$ cat src/quad_decoder.sv
// shared constants and the encoder channel synchroniser / quadrature decoder
`timescale 1ns/100ps
`default_nettype none

package encpos_pkg;
  // clock and millisecond timebase
  localparam int CLK_PERIOD_NS = 40;
  localparam int MS_PERIOD_NS  = 1000000;
  localparam int MS_CYCLES     = MS_PERIOD_NS / CLK_PERIOD_NS;
  // widths
  localparam int POS_W         = 36;   // holds ten signed decimal digits
  localparam int SET_W         = 16;
  // factory defaults of the settings
  localparam logic [SET_W-1:0] FE_LIMIT_RST = 16'h000A;  // 10 full steps
  localparam logic [SET_W-1:0] ATTEMPT_RST  = 16'h0064;  // 100 attempts
  localparam logic [SET_W-1:0] DELAY_MS_RST = 16'h0064;  // 100 ms
  localparam logic [SET_W-1:0] BAND_RST     = 16'h0002;
  localparam logic [1:0]       MODE_RST     = 2'h0;
  localparam logic [3:0]       SCALE_RST    = 4'h4;
  localparam logic             INVERT_RST   = 1'b0;
  // scale factor setting that multiplies instead of divides
  localparam logic [3:0]       SCALE_MUL    = 4'h5;
  localparam logic [5:0]       MUL_STEP     = 6'h05;
  // verification modes
  localparam logic [1:0]       MODE_OFF     = 2'h0;
  localparam logic [1:0]       MODE_ABORT   = 2'h1;
  localparam logic [1:0]       MODE_RETURN  = 2'h3;
  typedef enum logic [1:0] {ST_IDLE, ST_MOVE, ST_FE_WAIT, ST_SETTLE} loop_state_t;
endpackage : encpos_pkg

module quad_decoder (
  input  wire logic mclk_i,
  input  wire logic rst_i,
  input  wire logic enc_a_i,
  input  wire logic enc_b_i,
  output logic      count_up_o,
  output logic      count_dn_o
);
  logic a_meta, b_meta, a_sync, b_sync, a_prev, b_prev;
  logic next_up, next_dn;
  logic a_chg, b_chg;

  // one edge on exactly one channel is a count; direction from phase order
  always_comb begin
    a_chg   = a_sync ^ a_prev;
    b_chg   = b_sync ^ b_prev;
    next_up = (a_chg ^ b_chg) & (a_sync ^ b_prev);
    next_dn = (a_chg ^ b_chg) & ~(a_sync ^ b_prev);
  end

  // two-stage synchroniser, then edge history and count pulses
  always_ff @(posedge mclk_i) begin
    if (rst_i) begin
      a_meta     <= 1'b0;
      b_meta     <= 1'b0;
      a_sync     <= 1'b0;
      b_sync     <= 1'b0;
      a_prev     <= 1'b0;
      b_prev     <= 1'b0;
      count_up_o <= 1'b0;
      count_dn_o <= 1'b0;
    end else begin
      a_meta     <= enc_a_i;
      b_meta     <= enc_b_i;
      a_sync     <= a_meta;
      b_sync     <= b_meta;
      a_prev     <= a_sync;
      b_prev     <= b_sync;
      count_up_o <= next_up;
      count_dn_o <= next_dn;
    end
  end
endmodule : quad_decoder

`default_nettype wire

$ cat src/encoder_position_verify.sv
// closed-loop position verification for the x axis
// Behaviour
// - Scale setting 5 multiplies each counted quadrature edge by five.
// - Other scale settings divide counted edges by the setting value, setting 0 by one.
// - Following error limit defaults to 10 full steps.
// - Correction attempt count is programmable, default 100.
// - Delay between attempts in milliseconds, default 100 ms.
// - Set home clears electrical and encoder positions; both readable signed.
// - Clockwise move of N pulses gives electrical +N and encoder N.
// - Invert setting reverses encoder counting sense.
// - Verification mode accepts 0 to 3.
// - Following error during motion stops motion at once, no ramp.
// - At standstill, deviation beyond band moves motor to band centre.
// - After delay, with attempts left, restart cycle and decrement count.
// - On termination after following error, encoder copied to electrical.
`timescale 1ns/100ps
`default_nettype none

module encoder_position_verify #(
  parameter int CYCLES_PER_MS = encpos_pkg::MS_CYCLES
) (
  input  wire logic                           mclk_i,
  input  wire logic                           rst_i,
  input  wire logic                           enc_a_i,
  input  wire logic                           enc_b_i,
  input  wire logic                           cmd_step_i,
  input  wire logic                           cmd_cw_i,
  input  wire logic                           motion_active_i,
  input  wire logic                           cycle_start_i,
  input  wire logic                           set_home_cmd_i,
  input  wire logic                           settings_load_i,
  input  wire logic [1:0]                     verify_mode_select_i,
  input  wire logic [encpos_pkg::SET_W-1:0]   following_error_limit_i,
  input  wire logic [encpos_pkg::SET_W-1:0]   in_position_band_i,
  input  wire logic                           encoder_dir_invert_i,
  input  wire logic [3:0]                     quad_scale_factor_i,
  input  wire logic [encpos_pkg::SET_W-1:0]   correction_attempt_limit_i,
  input  wire logic [encpos_pkg::SET_W-1:0]   correction_delay_ms_i,
  output logic signed [encpos_pkg::POS_W-1:0] electrical_pos_o,
  output logic signed [encpos_pkg::POS_W-1:0] encoder_pos_o,
  output logic signed [encpos_pkg::POS_W-1:0] pulse_error_o,
  output logic [encpos_pkg::SET_W-1:0]        attempts_left_o,
  output logic                                stop_now_o,
  output logic                                restart_cycle_o,
  output logic                                restart_to_origin_o,
  output logic                                terminate_o,
  output logic                                loop_fault_o,
  output logic                                correct_req_o,
  output logic signed [encpos_pkg::POS_W-1:0] correct_dist_o,
  output logic                                in_position_o
);
  localparam int PW = encpos_pkg::POS_W;
  localparam int SW = encpos_pkg::SET_W;
  localparam int DW = $clog2(CYCLES_PER_MS);
  localparam logic [DW-1:0] TICK_LAST = DW'(CYCLES_PER_MS - 1);

  // magnitude of a signed position difference
  function automatic logic [PW-1:0] mag(input logic signed [PW-1:0] v);
    mag = v[PW-1] ? PW'(-v) : PW'(v);
  endfunction : mag

  logic              count_up, count_dn;
  // settings
  logic [1:0]        mode, next_mode;
  logic [SW-1:0]     fe_lim, next_fe_lim, band, next_band;
  logic [SW-1:0]     att_lim, next_att_lim, dly_ms, next_dly_ms;
  logic              inv, next_inv;
  logic [3:0]        scale, next_scale;
  // positions
  logic signed [PW-1:0] next_elec, next_enc, next_err;
  logic signed [5:0] resid, next_resid;
  logic signed [5:0] divisor;
  logic              up, dn;
  // loop control
  encpos_pkg::loop_state_t state, next_state;
  logic [DW-1:0]     tick_cnt, next_tick_cnt;
  logic [SW-1:0]     ms_left, next_ms_left, next_att;
  logic              next_stop, next_restart, next_origin, next_term, next_fault;
  logic              next_corr, next_inpos;
  logic signed [PW-1:0] next_cdist;
  logic              tick, delay_done;

  quad_decoder u_quad (
    .mclk_i     (mclk_i),
    .rst_i      (rst_i),
    .enc_a_i    (enc_a_i),
    .enc_b_i    (enc_b_i),
    .count_up_o (count_up),
    .count_dn_o (count_dn)
  );

  // settings hold factory defaults until software loads new ones
  always_comb begin
    next_mode    = mode;
    next_fe_lim  = fe_lim;
    next_band    = band;
    next_att_lim = att_lim;
    next_dly_ms  = dly_ms;
    next_inv     = inv;
    next_scale   = scale;
    if (settings_load_i) begin
      next_mode    = verify_mode_select_i;
      next_fe_lim  = following_error_limit_i;
      next_band    = in_position_band_i;
      next_att_lim = correction_attempt_limit_i;
      next_dly_ms  = correction_delay_ms_i;
      next_inv     = encoder_dir_invert_i;
      next_scale   = quad_scale_factor_i;
    end
  end

  always_ff @(posedge mclk_i) begin
    if (rst_i) begin
      mode    <= encpos_pkg::MODE_RST;
      fe_lim  <= encpos_pkg::FE_LIMIT_RST;
      band    <= encpos_pkg::BAND_RST;
      att_lim <= encpos_pkg::ATTEMPT_RST;
      dly_ms  <= encpos_pkg::DELAY_MS_RST;
      inv     <= encpos_pkg::INVERT_RST;
      scale   <= encpos_pkg::SCALE_RST;
    end else begin
      mode    <= next_mode;
      fe_lim  <= next_fe_lim;
      band    <= next_band;
      att_lim <= next_att_lim;
      dly_ms  <= next_dly_ms;
      inv     <= next_inv;
      scale   <= next_scale;
    end
  end

  // electrical position from step pulses, encoder position from scaled edges
  always_comb begin
    up         = inv ? count_dn : count_up;
    dn         = inv ? count_up : count_dn;
    divisor    = (scale == 4'h0) ? 6'sh01 : $signed({2'h0, scale});
    next_elec  = electrical_pos_o;
    next_enc   = encoder_pos_o;
    next_resid = resid;
    if (cmd_step_i) begin
      next_elec = cmd_cw_i ? electrical_pos_o + PW'(1) : electrical_pos_o - PW'(1);
    end
    if (scale == encpos_pkg::SCALE_MUL) begin
      next_resid = 6'sh00;
      if (up) begin
        next_enc = encoder_pos_o + PW'(encpos_pkg::MUL_STEP);
      end else if (dn) begin
        next_enc = encoder_pos_o - PW'(encpos_pkg::MUL_STEP);
      end
    end else if (up) begin
      next_resid = resid + 6'sh01;
      if (next_resid >= divisor) begin
        next_resid = 6'sh00;
        next_enc   = encoder_pos_o + PW'(1);
      end
    end else if (dn) begin
      next_resid = resid - 6'sh01;
      if (next_resid <= -divisor) begin
        next_resid = 6'sh00;
        next_enc   = encoder_pos_o - PW'(1);
      end
    end
    if (state == encpos_pkg::ST_FE_WAIT && delay_done &&
        (mode == encpos_pkg::MODE_ABORT || attempts_left_o == '0)) begin
      next_elec = encoder_pos_o;
    end
    if (set_home_cmd_i) begin
      next_elec  = '0;
      next_enc   = '0;
      next_resid = 6'sh00;
    end
    next_err = next_elec - next_enc;
  end

  always_ff @(posedge mclk_i) begin
    if (rst_i) begin
      electrical_pos_o <= '0;
      encoder_pos_o    <= '0;
      pulse_error_o    <= '0;
      resid            <= 6'sh00;
    end else begin
      electrical_pos_o <= next_elec;
      encoder_pos_o    <= next_enc;
      pulse_error_o    <= next_err;
      resid            <= next_resid;
    end
  end

  // millisecond delay timer and closed-loop sequencing
  always_comb begin
    tick          = (tick_cnt == TICK_LAST);
    delay_done    = (ms_left == '0);
    next_state    = state;
    next_tick_cnt = tick ? '0 : tick_cnt + DW'(1);
    next_ms_left  = (tick && !delay_done) ? ms_left - SW'(1) : ms_left;
    next_att      = attempts_left_o;
    next_stop     = stop_now_o;
    next_restart  = 1'b0;
    next_origin   = restart_to_origin_o;
    next_term     = 1'b0;
    next_fault    = loop_fault_o;
    next_corr     = 1'b0;
    next_cdist    = correct_dist_o;
    next_inpos    = (mag(pulse_error_o) <= PW'(band));
    if (cycle_start_i) begin
      next_att    = att_lim;        // fresh non-correction cycle reloads attempts
      next_fault  = 1'b0;
      next_origin = 1'b0;
      next_stop   = 1'b0;
    end
    unique case (state)
      encpos_pkg::ST_IDLE: begin
        if (motion_active_i) begin
          next_state = encpos_pkg::ST_MOVE;
        end else if (mode != encpos_pkg::MODE_OFF) begin
          next_state = encpos_pkg::ST_SETTLE;
        end
        next_tick_cnt = '0;
        next_ms_left  = dly_ms;
      end
      encpos_pkg::ST_MOVE: begin
        next_tick_cnt = '0;
        next_ms_left  = dly_ms;
        if (mode != encpos_pkg::MODE_OFF && mag(pulse_error_o) > PW'(fe_lim)) begin
          next_stop  = 1'b1;
          next_state = encpos_pkg::ST_FE_WAIT;
        end else if (!motion_active_i) begin
          next_state = encpos_pkg::ST_IDLE;   // settle delay starts at motion end
        end
      end
      encpos_pkg::ST_FE_WAIT: begin
        if (delay_done) begin
          next_stop  = 1'b0;
          next_state = encpos_pkg::ST_IDLE;
          if (mode == encpos_pkg::MODE_ABORT || attempts_left_o == '0) begin
            next_term  = 1'b1;
            next_fault = 1'b1;
          end else begin
            next_restart = 1'b1;
            next_att     = attempts_left_o - SW'(1);
            next_origin  = (mode == encpos_pkg::MODE_RETURN) & ~restart_to_origin_o;
          end
        end
      end
      encpos_pkg::ST_SETTLE: begin
        if (motion_active_i) begin
          next_state = encpos_pkg::ST_MOVE;
        end else if (mode == encpos_pkg::MODE_OFF) begin
          next_state = encpos_pkg::ST_IDLE;
        end else if (delay_done && mag(pulse_error_o) > PW'(band)) begin
          next_corr     = 1'b1;
          next_cdist    = pulse_error_o;   // steps that bring encoder to ideal
          next_ms_left  = dly_ms;
          next_tick_cnt = '0;
        end
      end
    endcase
  end

  always_ff @(posedge mclk_i) begin
    if (rst_i) begin
      state               <= encpos_pkg::ST_IDLE;
      tick_cnt            <= '0;
      ms_left             <= encpos_pkg::DELAY_MS_RST;
      attempts_left_o     <= encpos_pkg::ATTEMPT_RST;
      stop_now_o          <= 1'b0;
      restart_cycle_o     <= 1'b0;
      restart_to_origin_o <= 1'b0;
      terminate_o         <= 1'b0;
      loop_fault_o        <= 1'b0;
      correct_req_o       <= 1'b0;
      correct_dist_o      <= '0;
      in_position_o       <= 1'b1;
    end else begin
      state               <= next_state;
      tick_cnt            <= next_tick_cnt;
      ms_left             <= next_ms_left;
      attempts_left_o     <= next_att;
      stop_now_o          <= next_stop;
      restart_cycle_o     <= next_restart;
      restart_to_origin_o <= next_origin;
      terminate_o         <= next_term;
      loop_fault_o        <= next_fault;
      correct_req_o       <= next_corr;
      correct_dist_o      <= next_cdist;
      in_position_o       <= next_inpos;
    end
  end
endmodule : encoder_position_verify

`default_nettype wire

$ cat config.mk
export PLATFORM = sky130hd
export DESIGN_NAME = encoder_position_verify
export DESIGN_NICKNAME = d
export VERILOG_FILES = /design/src/quad_decoder.sv /design/src/encoder_position_verify.sv
export SDC_FILE = /design/constraint.sdc
export NUM_CORES = 1
export LEC_CHECK = 0
export BUFFER_PORTS_ARGS = -buffer_cell sky130_fd_sc_hd__buf_2
export CAP_MARGIN = 20
export CELL_PAD_IN_SITES_DETAIL_PLACEMENT = 0
export CELL_PAD_IN_SITES_GLOBAL_PLACEMENT = 1
export CORE_MARGIN = 5
export CORE_UTILIZATION = 44
export CTS_CLUSTER_DIAMETER = 40
export DETAILED_ROUTE_END_ITERATION = 16
export HOLD_SLACK_MARGIN = 0.15
export PLACE_DENSITY_LB_ADDON = 0.1
export SLEW_MARGIN = 20
export SYNTH_ARGS = -nofsm -noshare
export SYNTH_HDL_FRONTEND = slang
export SYNTH_HIERARCHICAL = 1
export SYNTH_SLANG_ARGS = --single-unit
$ cat constraint.sdc
create_clock -name mclk_i -period 9.1 [get_ports mclk_i]
set_input_delay 1.82 -clock mclk_i [delete_from_list [all_inputs] [get_ports mclk_i]]
set_output_delay 1.82 -clock mclk_i [all_outputs]
set_load 0.05 [all_outputs]
## After elaboration in Yosys (flattened, before gate mapping)

Index checks and enable logic that the tools add are counted.

| word-level totals | value |
|---|---|
| memories kept | 0 |
| output and inout bits | 167 |
| ROM bits | 0 |
| bits in registers | 285 |
| word-level logic and storage cells | 152 |
| input bits | 81 |
| latch bits | 0 |
| RAM bits | 0 |

| cells by class | value |
|---|---|
| $lt $le $gt $ge | 5 |
| reductions and logical operators | 20 |
| eq/ne operators | 11 |
| shift operators | 0 |
| div/mod/pow operators | 0 |
| mux-type cells | 57 |
| add/subtract/negate cells | 14 |
| bitwise operators | 14 |
| multiply operators | 0 |

Operators by type and width:

| cell | number |
|---|---|
| two-way mux 36 bit | 13 |
| two-way mux 16 bit | 8 |
| adder 36 x 2 -> 36 bit (second input constant) | 2 |
| greater-than comparator 36 x 16 -> 1 bit | 2 |
| subtractor 36 x 2 -> 36 bit (second input constant) | 2 |
| two-way mux 15 bit | 4 |
| adder 36 x 3 -> 36 bit (second input constant) | 1 |
| <= comparator 36 x 16 -> 1 bit | 1 |
| negator 36 bit | 1 |
| subtractor 36 x 3 -> 36 bit (second input constant) | 1 |
| subtractor 36 bit | 1 |
| zero test 16 bit | 2 |
| case mux 16 bit (2 select lines) | 1 |
| subtractor 16 x 1 -> 16 bit (second input constant) | 2 |
| case mux 15 bit (2 select lines) | 1 |
| two-way mux 6 bit | 4 |
| two-way mux 1 bit | 16 |
| adder 15 x 1 -> 15 bit (second input constant) | 1 |
| == test 15 bit (second input constant) | 1 |
| two-way mux 2 bit | 7 |
| inequality test 3 bit (second input constant) | 3 |
| case mux 2 bit (4 select lines) | 1 |
| AND reduction 4 bit | 2 |
| inverter 1 bit | 7 |
| 22 further kinds | 37 |

## Logic depth before layout (Yosys ltp)

| logic depth | value |
|---|---|
| depth in word-level cells | 10 |
| mapped depth | 29 |
| mapped depth without buffers | 29 |

## By module

Netlist, hierarchy kept.

By module, submodules not included:

| module | cells each | times used | area each (um^2) | seq. area each (um^2) |
|---|---|---|---|---|
| encoder_position_verify | 2323 | 1 | 18391.4 | 5545.3 |
| quad_decoder | 18 | 1 | 229.0 | 160.2 |

## Worst setup path before layout

No wires, ideal clock.

| timing | value |
|---|---|
| path type | input to register |
| start point | input port cmd_cw_i |
| end point | register pulse_error_o[35] (netlist bit) |
| setup slack | 2.091 ns |
| setup time | 0.114 ns |
| arrival time | 6.895 ns |
| data required time | 8.986 ns |
| stages | 24 |
| buffers on the path | 0 |
| path through | inv_1 -> ha_1 -> nor2b_1 -> o21ai_0 -> a21boi_0 -> o21a_1 -> o2111a_1 -> nor2_1 -> o311ai_0 -> a21o_1 -> a221o_1 -> mux2i_1 -> nor2_1 -> ha_1 -> nor2b_1 -> or3_1 -> a221oi_1 -> nand2_1 -> o21a_1 -> a41o_1 -> o22ai_1 -> o21a_1 -> a211o_1 -> nand2_1 |

| between the ends | value |
|---|---|
| word-level cells in the longest chain between the ends | 5 |

RTL lines:

| what | line | source |
|---|---|---|
| start: declaration | encoder_position_verify.sv:27 | `input wire logic cmd_cw_i,` |
| two-way mux 36 bit | encoder_position_verify.sv:141 | `next_elec = cmd_cw_i ? electrical_pos_o + PW'(1) : electrical_pos_o - PW'(1);` |
| two-way mux 36 bit | encoder_position_verify.sv:140 | `if (cmd_step_i) begin` |
| two-way mux 36 bit | encoder_position_verify.sv:163 | `if (state == encpos_pkg::ST_FE_WAIT && delay_done &&` |
| two-way mux 36 bit | encoder_position_verify.sv:167 | `if (set_home_cmd_i) begin` |
| named net next_elec[20] | encoder_position_verify.sv:70 | `logic signed [PW-1:0] next_elec, next_enc, next_err;` |
| subtractor 36 bit | encoder_position_verify.sv:172 | `next_err = next_elec - next_enc;` |
| end signal: assignment | encoder_position_verify.sv:184 | `pulse_error_o <= next_err;` |
| end: declaration | encoder_position_verify.sv:41 | `output logic signed [encpos_pkg::POS_W-1:0] pulse_error_o,` |

The timed path passes the listed nets, and every way through them passes these cells.
A chain may end at the register's enable or synchronous reset.

## Worst setup path in the final report

| timing | value |
|---|---|
| start point | input port cmd_cw_i |
| end point | register pulse_error_o[32] (netlist bit) |

Same word-level chain as after synthesis.

==> metrics <==
TritonCTS clock tree=yes; critical path class=in -> reg; CP max-delay cell=a211oi_1; DRC Markers=0; Die X=215.7 um; WP data required=9.63 ns; Comb pwr share=0.297; largest net degree at the start of global routing=78; die area=0.04653 mm2; number of synthesized flops with an enable pin=0; Core Region=0.04195 mm2; Seq pwr share=0.293; clk_lat worst skew=0.61 ns; clock skew=0.02653 ns; syn_nets=2548; initial antenna violation count=1; total CTS buffers=56; fmax=0.1393 GHz; final setup fails=0; most common cell after layout, fill and taps aside=nor2_1; Tot Pwr=5.143 mW; Max Transition Viols Final=0; num ports=248; register area=0.005705 mm2; VDD IR max=0.1586 mV; Post-Syn Area=0.01862 mm2; most used cell, CP=a21oi_1; Hold WS=0.4513 ns; diodes inserted=0; commonest non-fill, non-tap cells in the layout=nor2_1, dfxtp_1, buf_2; measured slew at the worst slew-check pin=0.9588 ns; fin nets=2752; post-place setup slack=1.427 ns; Fill cells=4098; RSZ-0062 raised after global routing=false; cell depth of the worst hold path=1; distinct cell type count after synthesis=81; # H-tree levels=2; clk buf depth=3; Pre-Repair DR Iteration Count=6; area of the multi-input gates=0.01212 mm2; crit-path max FO=30; switch share=0.3726; setup ws final=1.920 ns; HP Start=u_quad/b_meta; outcome=finished, final reports clean; Final period util=0.7890; HP Class=reg -> reg; Area growth syn-to-layout=19.00%; clk slew on worst S/H paths=0.06 ns; RR Endpoint=pulse_error_o[32]; Post-Route WL=64150 um; worst r2r src=attempts_left_o[0]; effective utilization at floorplan=0.4439; vias in the first global route=17720; Synth Register Bits=285; Global Route Usage Sum=0.2634; routability cong.=0.9575; CP Buf/Inv Count=3; Post-DP HPWL=48660 um; Seq/Total Area, Yosys=0.3064; Rel. slew slack=0.3570; DR vias=18180; R2R setup slack=2.36 ns; Worst setup EP type=flip-flop; crit path DAT=7.71 ns; CP startpoint kind=input pin; max_cap viols=0; PortBufs=247; Worst Hold Endpoint=u_quad/b_sync; Clock power frac=0.411; share of cells above drive strength 1=0.1627; asr flop ratio synth=0; synthesized instance count=2341; final hold violations=0; die extent in y=215.7 um; TNS Setup=0 ns; setup bufs post-CTS=0; Top FF cell, synth=dfxtp_1; WL/cell=20.48 um; P_leak=9.926 nW; post-cts gate resize count=0; Cell Pwr Density=232.1 mW/mm2; vias per cell=5.806; min cycle time layout=7.180 ns; Switch Pwr=1.916 mW; synth warn=6; Cell Int Power=3.227 mW; worst r2r path cells=23; Detail Route Antenna Nets=0; average size of a mapped cell=7.954 um2; TritonCTS Sinks=285; CTS Root Cell=clkbuf_16; row count=75; Iteration-0 DRC Markers=1238; CTS Hold Bufs=0; CP top delay family=compound AO/OA/AOI/OAI gates; Overflow after GRT=0; first-pass GRT wire length=99830 um; CP max stage delay=0.76 ns
[worst max path at each step]
stage                        start           endpoint  slack [ns]  depth (start not counted)
after global placement    cmd_cw_i  pulse_error_o[32]        1.51                         25
after floorplan           cmd_cw_i  pulse_error_o[35]        2.09                         24
final                     cmd_cw_i  pulse_error_o[32]        1.92                         25
after detailed placement  cmd_cw_i  pulse_error_o[32]        1.43                         26
after global routing      cmd_cw_i  pulse_error_o[32]        1.38                         25
after CTS                 cmd_cw_i  pulse_error_o[32]        2.05                         26
[routing by layer]
layer,vias to the layer above,wire length [um],global-route usage,share of wire
met5,-,13,0,0.00020
met4,2,2240,0.09366,0.035
met3,133,3665,0.04302,0.057
met2,585,30610,0.4512,0.48
met1,8637,27630,0.3361,0.43
li1,8826,-,-,-
[layout make-up]
class | count | area share
timing repair buffer | 266 | 0.06262
clock inverter | 45 | 0.02276
sequential | 285 | 0.2575
inverter | 88 | 0.01491
multi-input combinational | 1848 | 0.5468
clock buffer | 61 | 0.06499
tap | 539 | 0.03043
[cells by family (layout without fill, tap and decap cells)]
family                   Yosys count  count (layout)  synth area share
AO/OA/AOI/OAI                    469             469            0.1689
XOR/XNOR                         140             140           0.06585
adder cells (fa/ha/maj)          126             126           0.08547
buffers and inverters            208             460           0.04368
flip-flops                       285             285            0.3064
multiplexers                     133             133           0.07197
other                              1               1         0.0002014
AND/OR/NAND/NOR                  979             979            0.2576
[worst reg2reg max path: cells and delay by family, from the launching register on]
kind	cells	cell delay (ns)
flops	1	0.36
buf+inv	2	0.50
simple gates	8	2.67
compound gates	11	2.62
fa+ha+maj	2	0.55
[synth_stat cells (all sizes together), types with 8 or more instances]
master / instances / area (um2)
nor2: 386 / 1449
dfxtp: 285 / 5705
nand2: 142 / 533.0
a21oi: 127 / 635.6
mux2i: 126 / 1261
ha: 124 / 1551
nor3: 102 / 510.5
clkbuf: 96 / 360.4
inv: 88 / 330.3
o21ai: 87 / 435.4
xnor2: 84 / 735.7
xor2: 56 / 490.5
nand2b: 49 / 306.5
nand3: 47 / 235.2
nor4: 43 / 315.3
a211oi: 38 / 285.3
nor2b: 37 / 231.5
nand4: 33 / 206.5
a21o: 29 / 217.7
or2: 29 / 181.4
or3: 28 / 175.2
buf: 24 / 122.6
o211ai: 20 / 150.1
and3: 18 / 112.6
o21a: 17 / 127.6
nor4b: 16 / 140.1
o2bb2ai: 15 / 131.4
or4: 14 / 116.4
o31ai: 13 / 102.6
a31oi: 11 / 68.82
o41ai: 9 / 78.83
and4: 8 / 70.07
o22ai: 8 / 50.05
[flip-flops by register name (all words and copies together), names as in the netlist, 2 cells and up]
register,count
resid,6
mode,2
correct_dist_o,36
band,16
fe_lim,16
scale,4
pulse_error_o,36
ms_left,16
dly_ms,16
tick_cnt,15
electrical_pos_o,36
attempts_left_o,16
state,2
encoder_pos_o,36
att_lim,16
[metrics by stage]
stage,area [um2],instances,utilization
2_1_floorplan,18620,2341,-
3_3_place_gp,20210,3026,0.4818
3_5_place_dp,20210,3026,0.4818
4_1_cts,22160,3132,0.5282
5_1_grt,22160,3132,0.5283
6_report,22160,3132,0.5283
[power by group through the flow]
stage          Combinational (mW)  Sequential (mW)  Clock (mW)
2_1_floorplan               0.961             1.66           0
3_3_place_gp                 1.49             1.53           0
3_5_place_dp                 1.51             1.53           0
4_1_cts                      1.52             1.50        2.15
5_1_grt                      1.68             1.52        2.22
6_report                     1.53             1.50        2.11
Note: power is estimated with default switching activity, not from simulation.
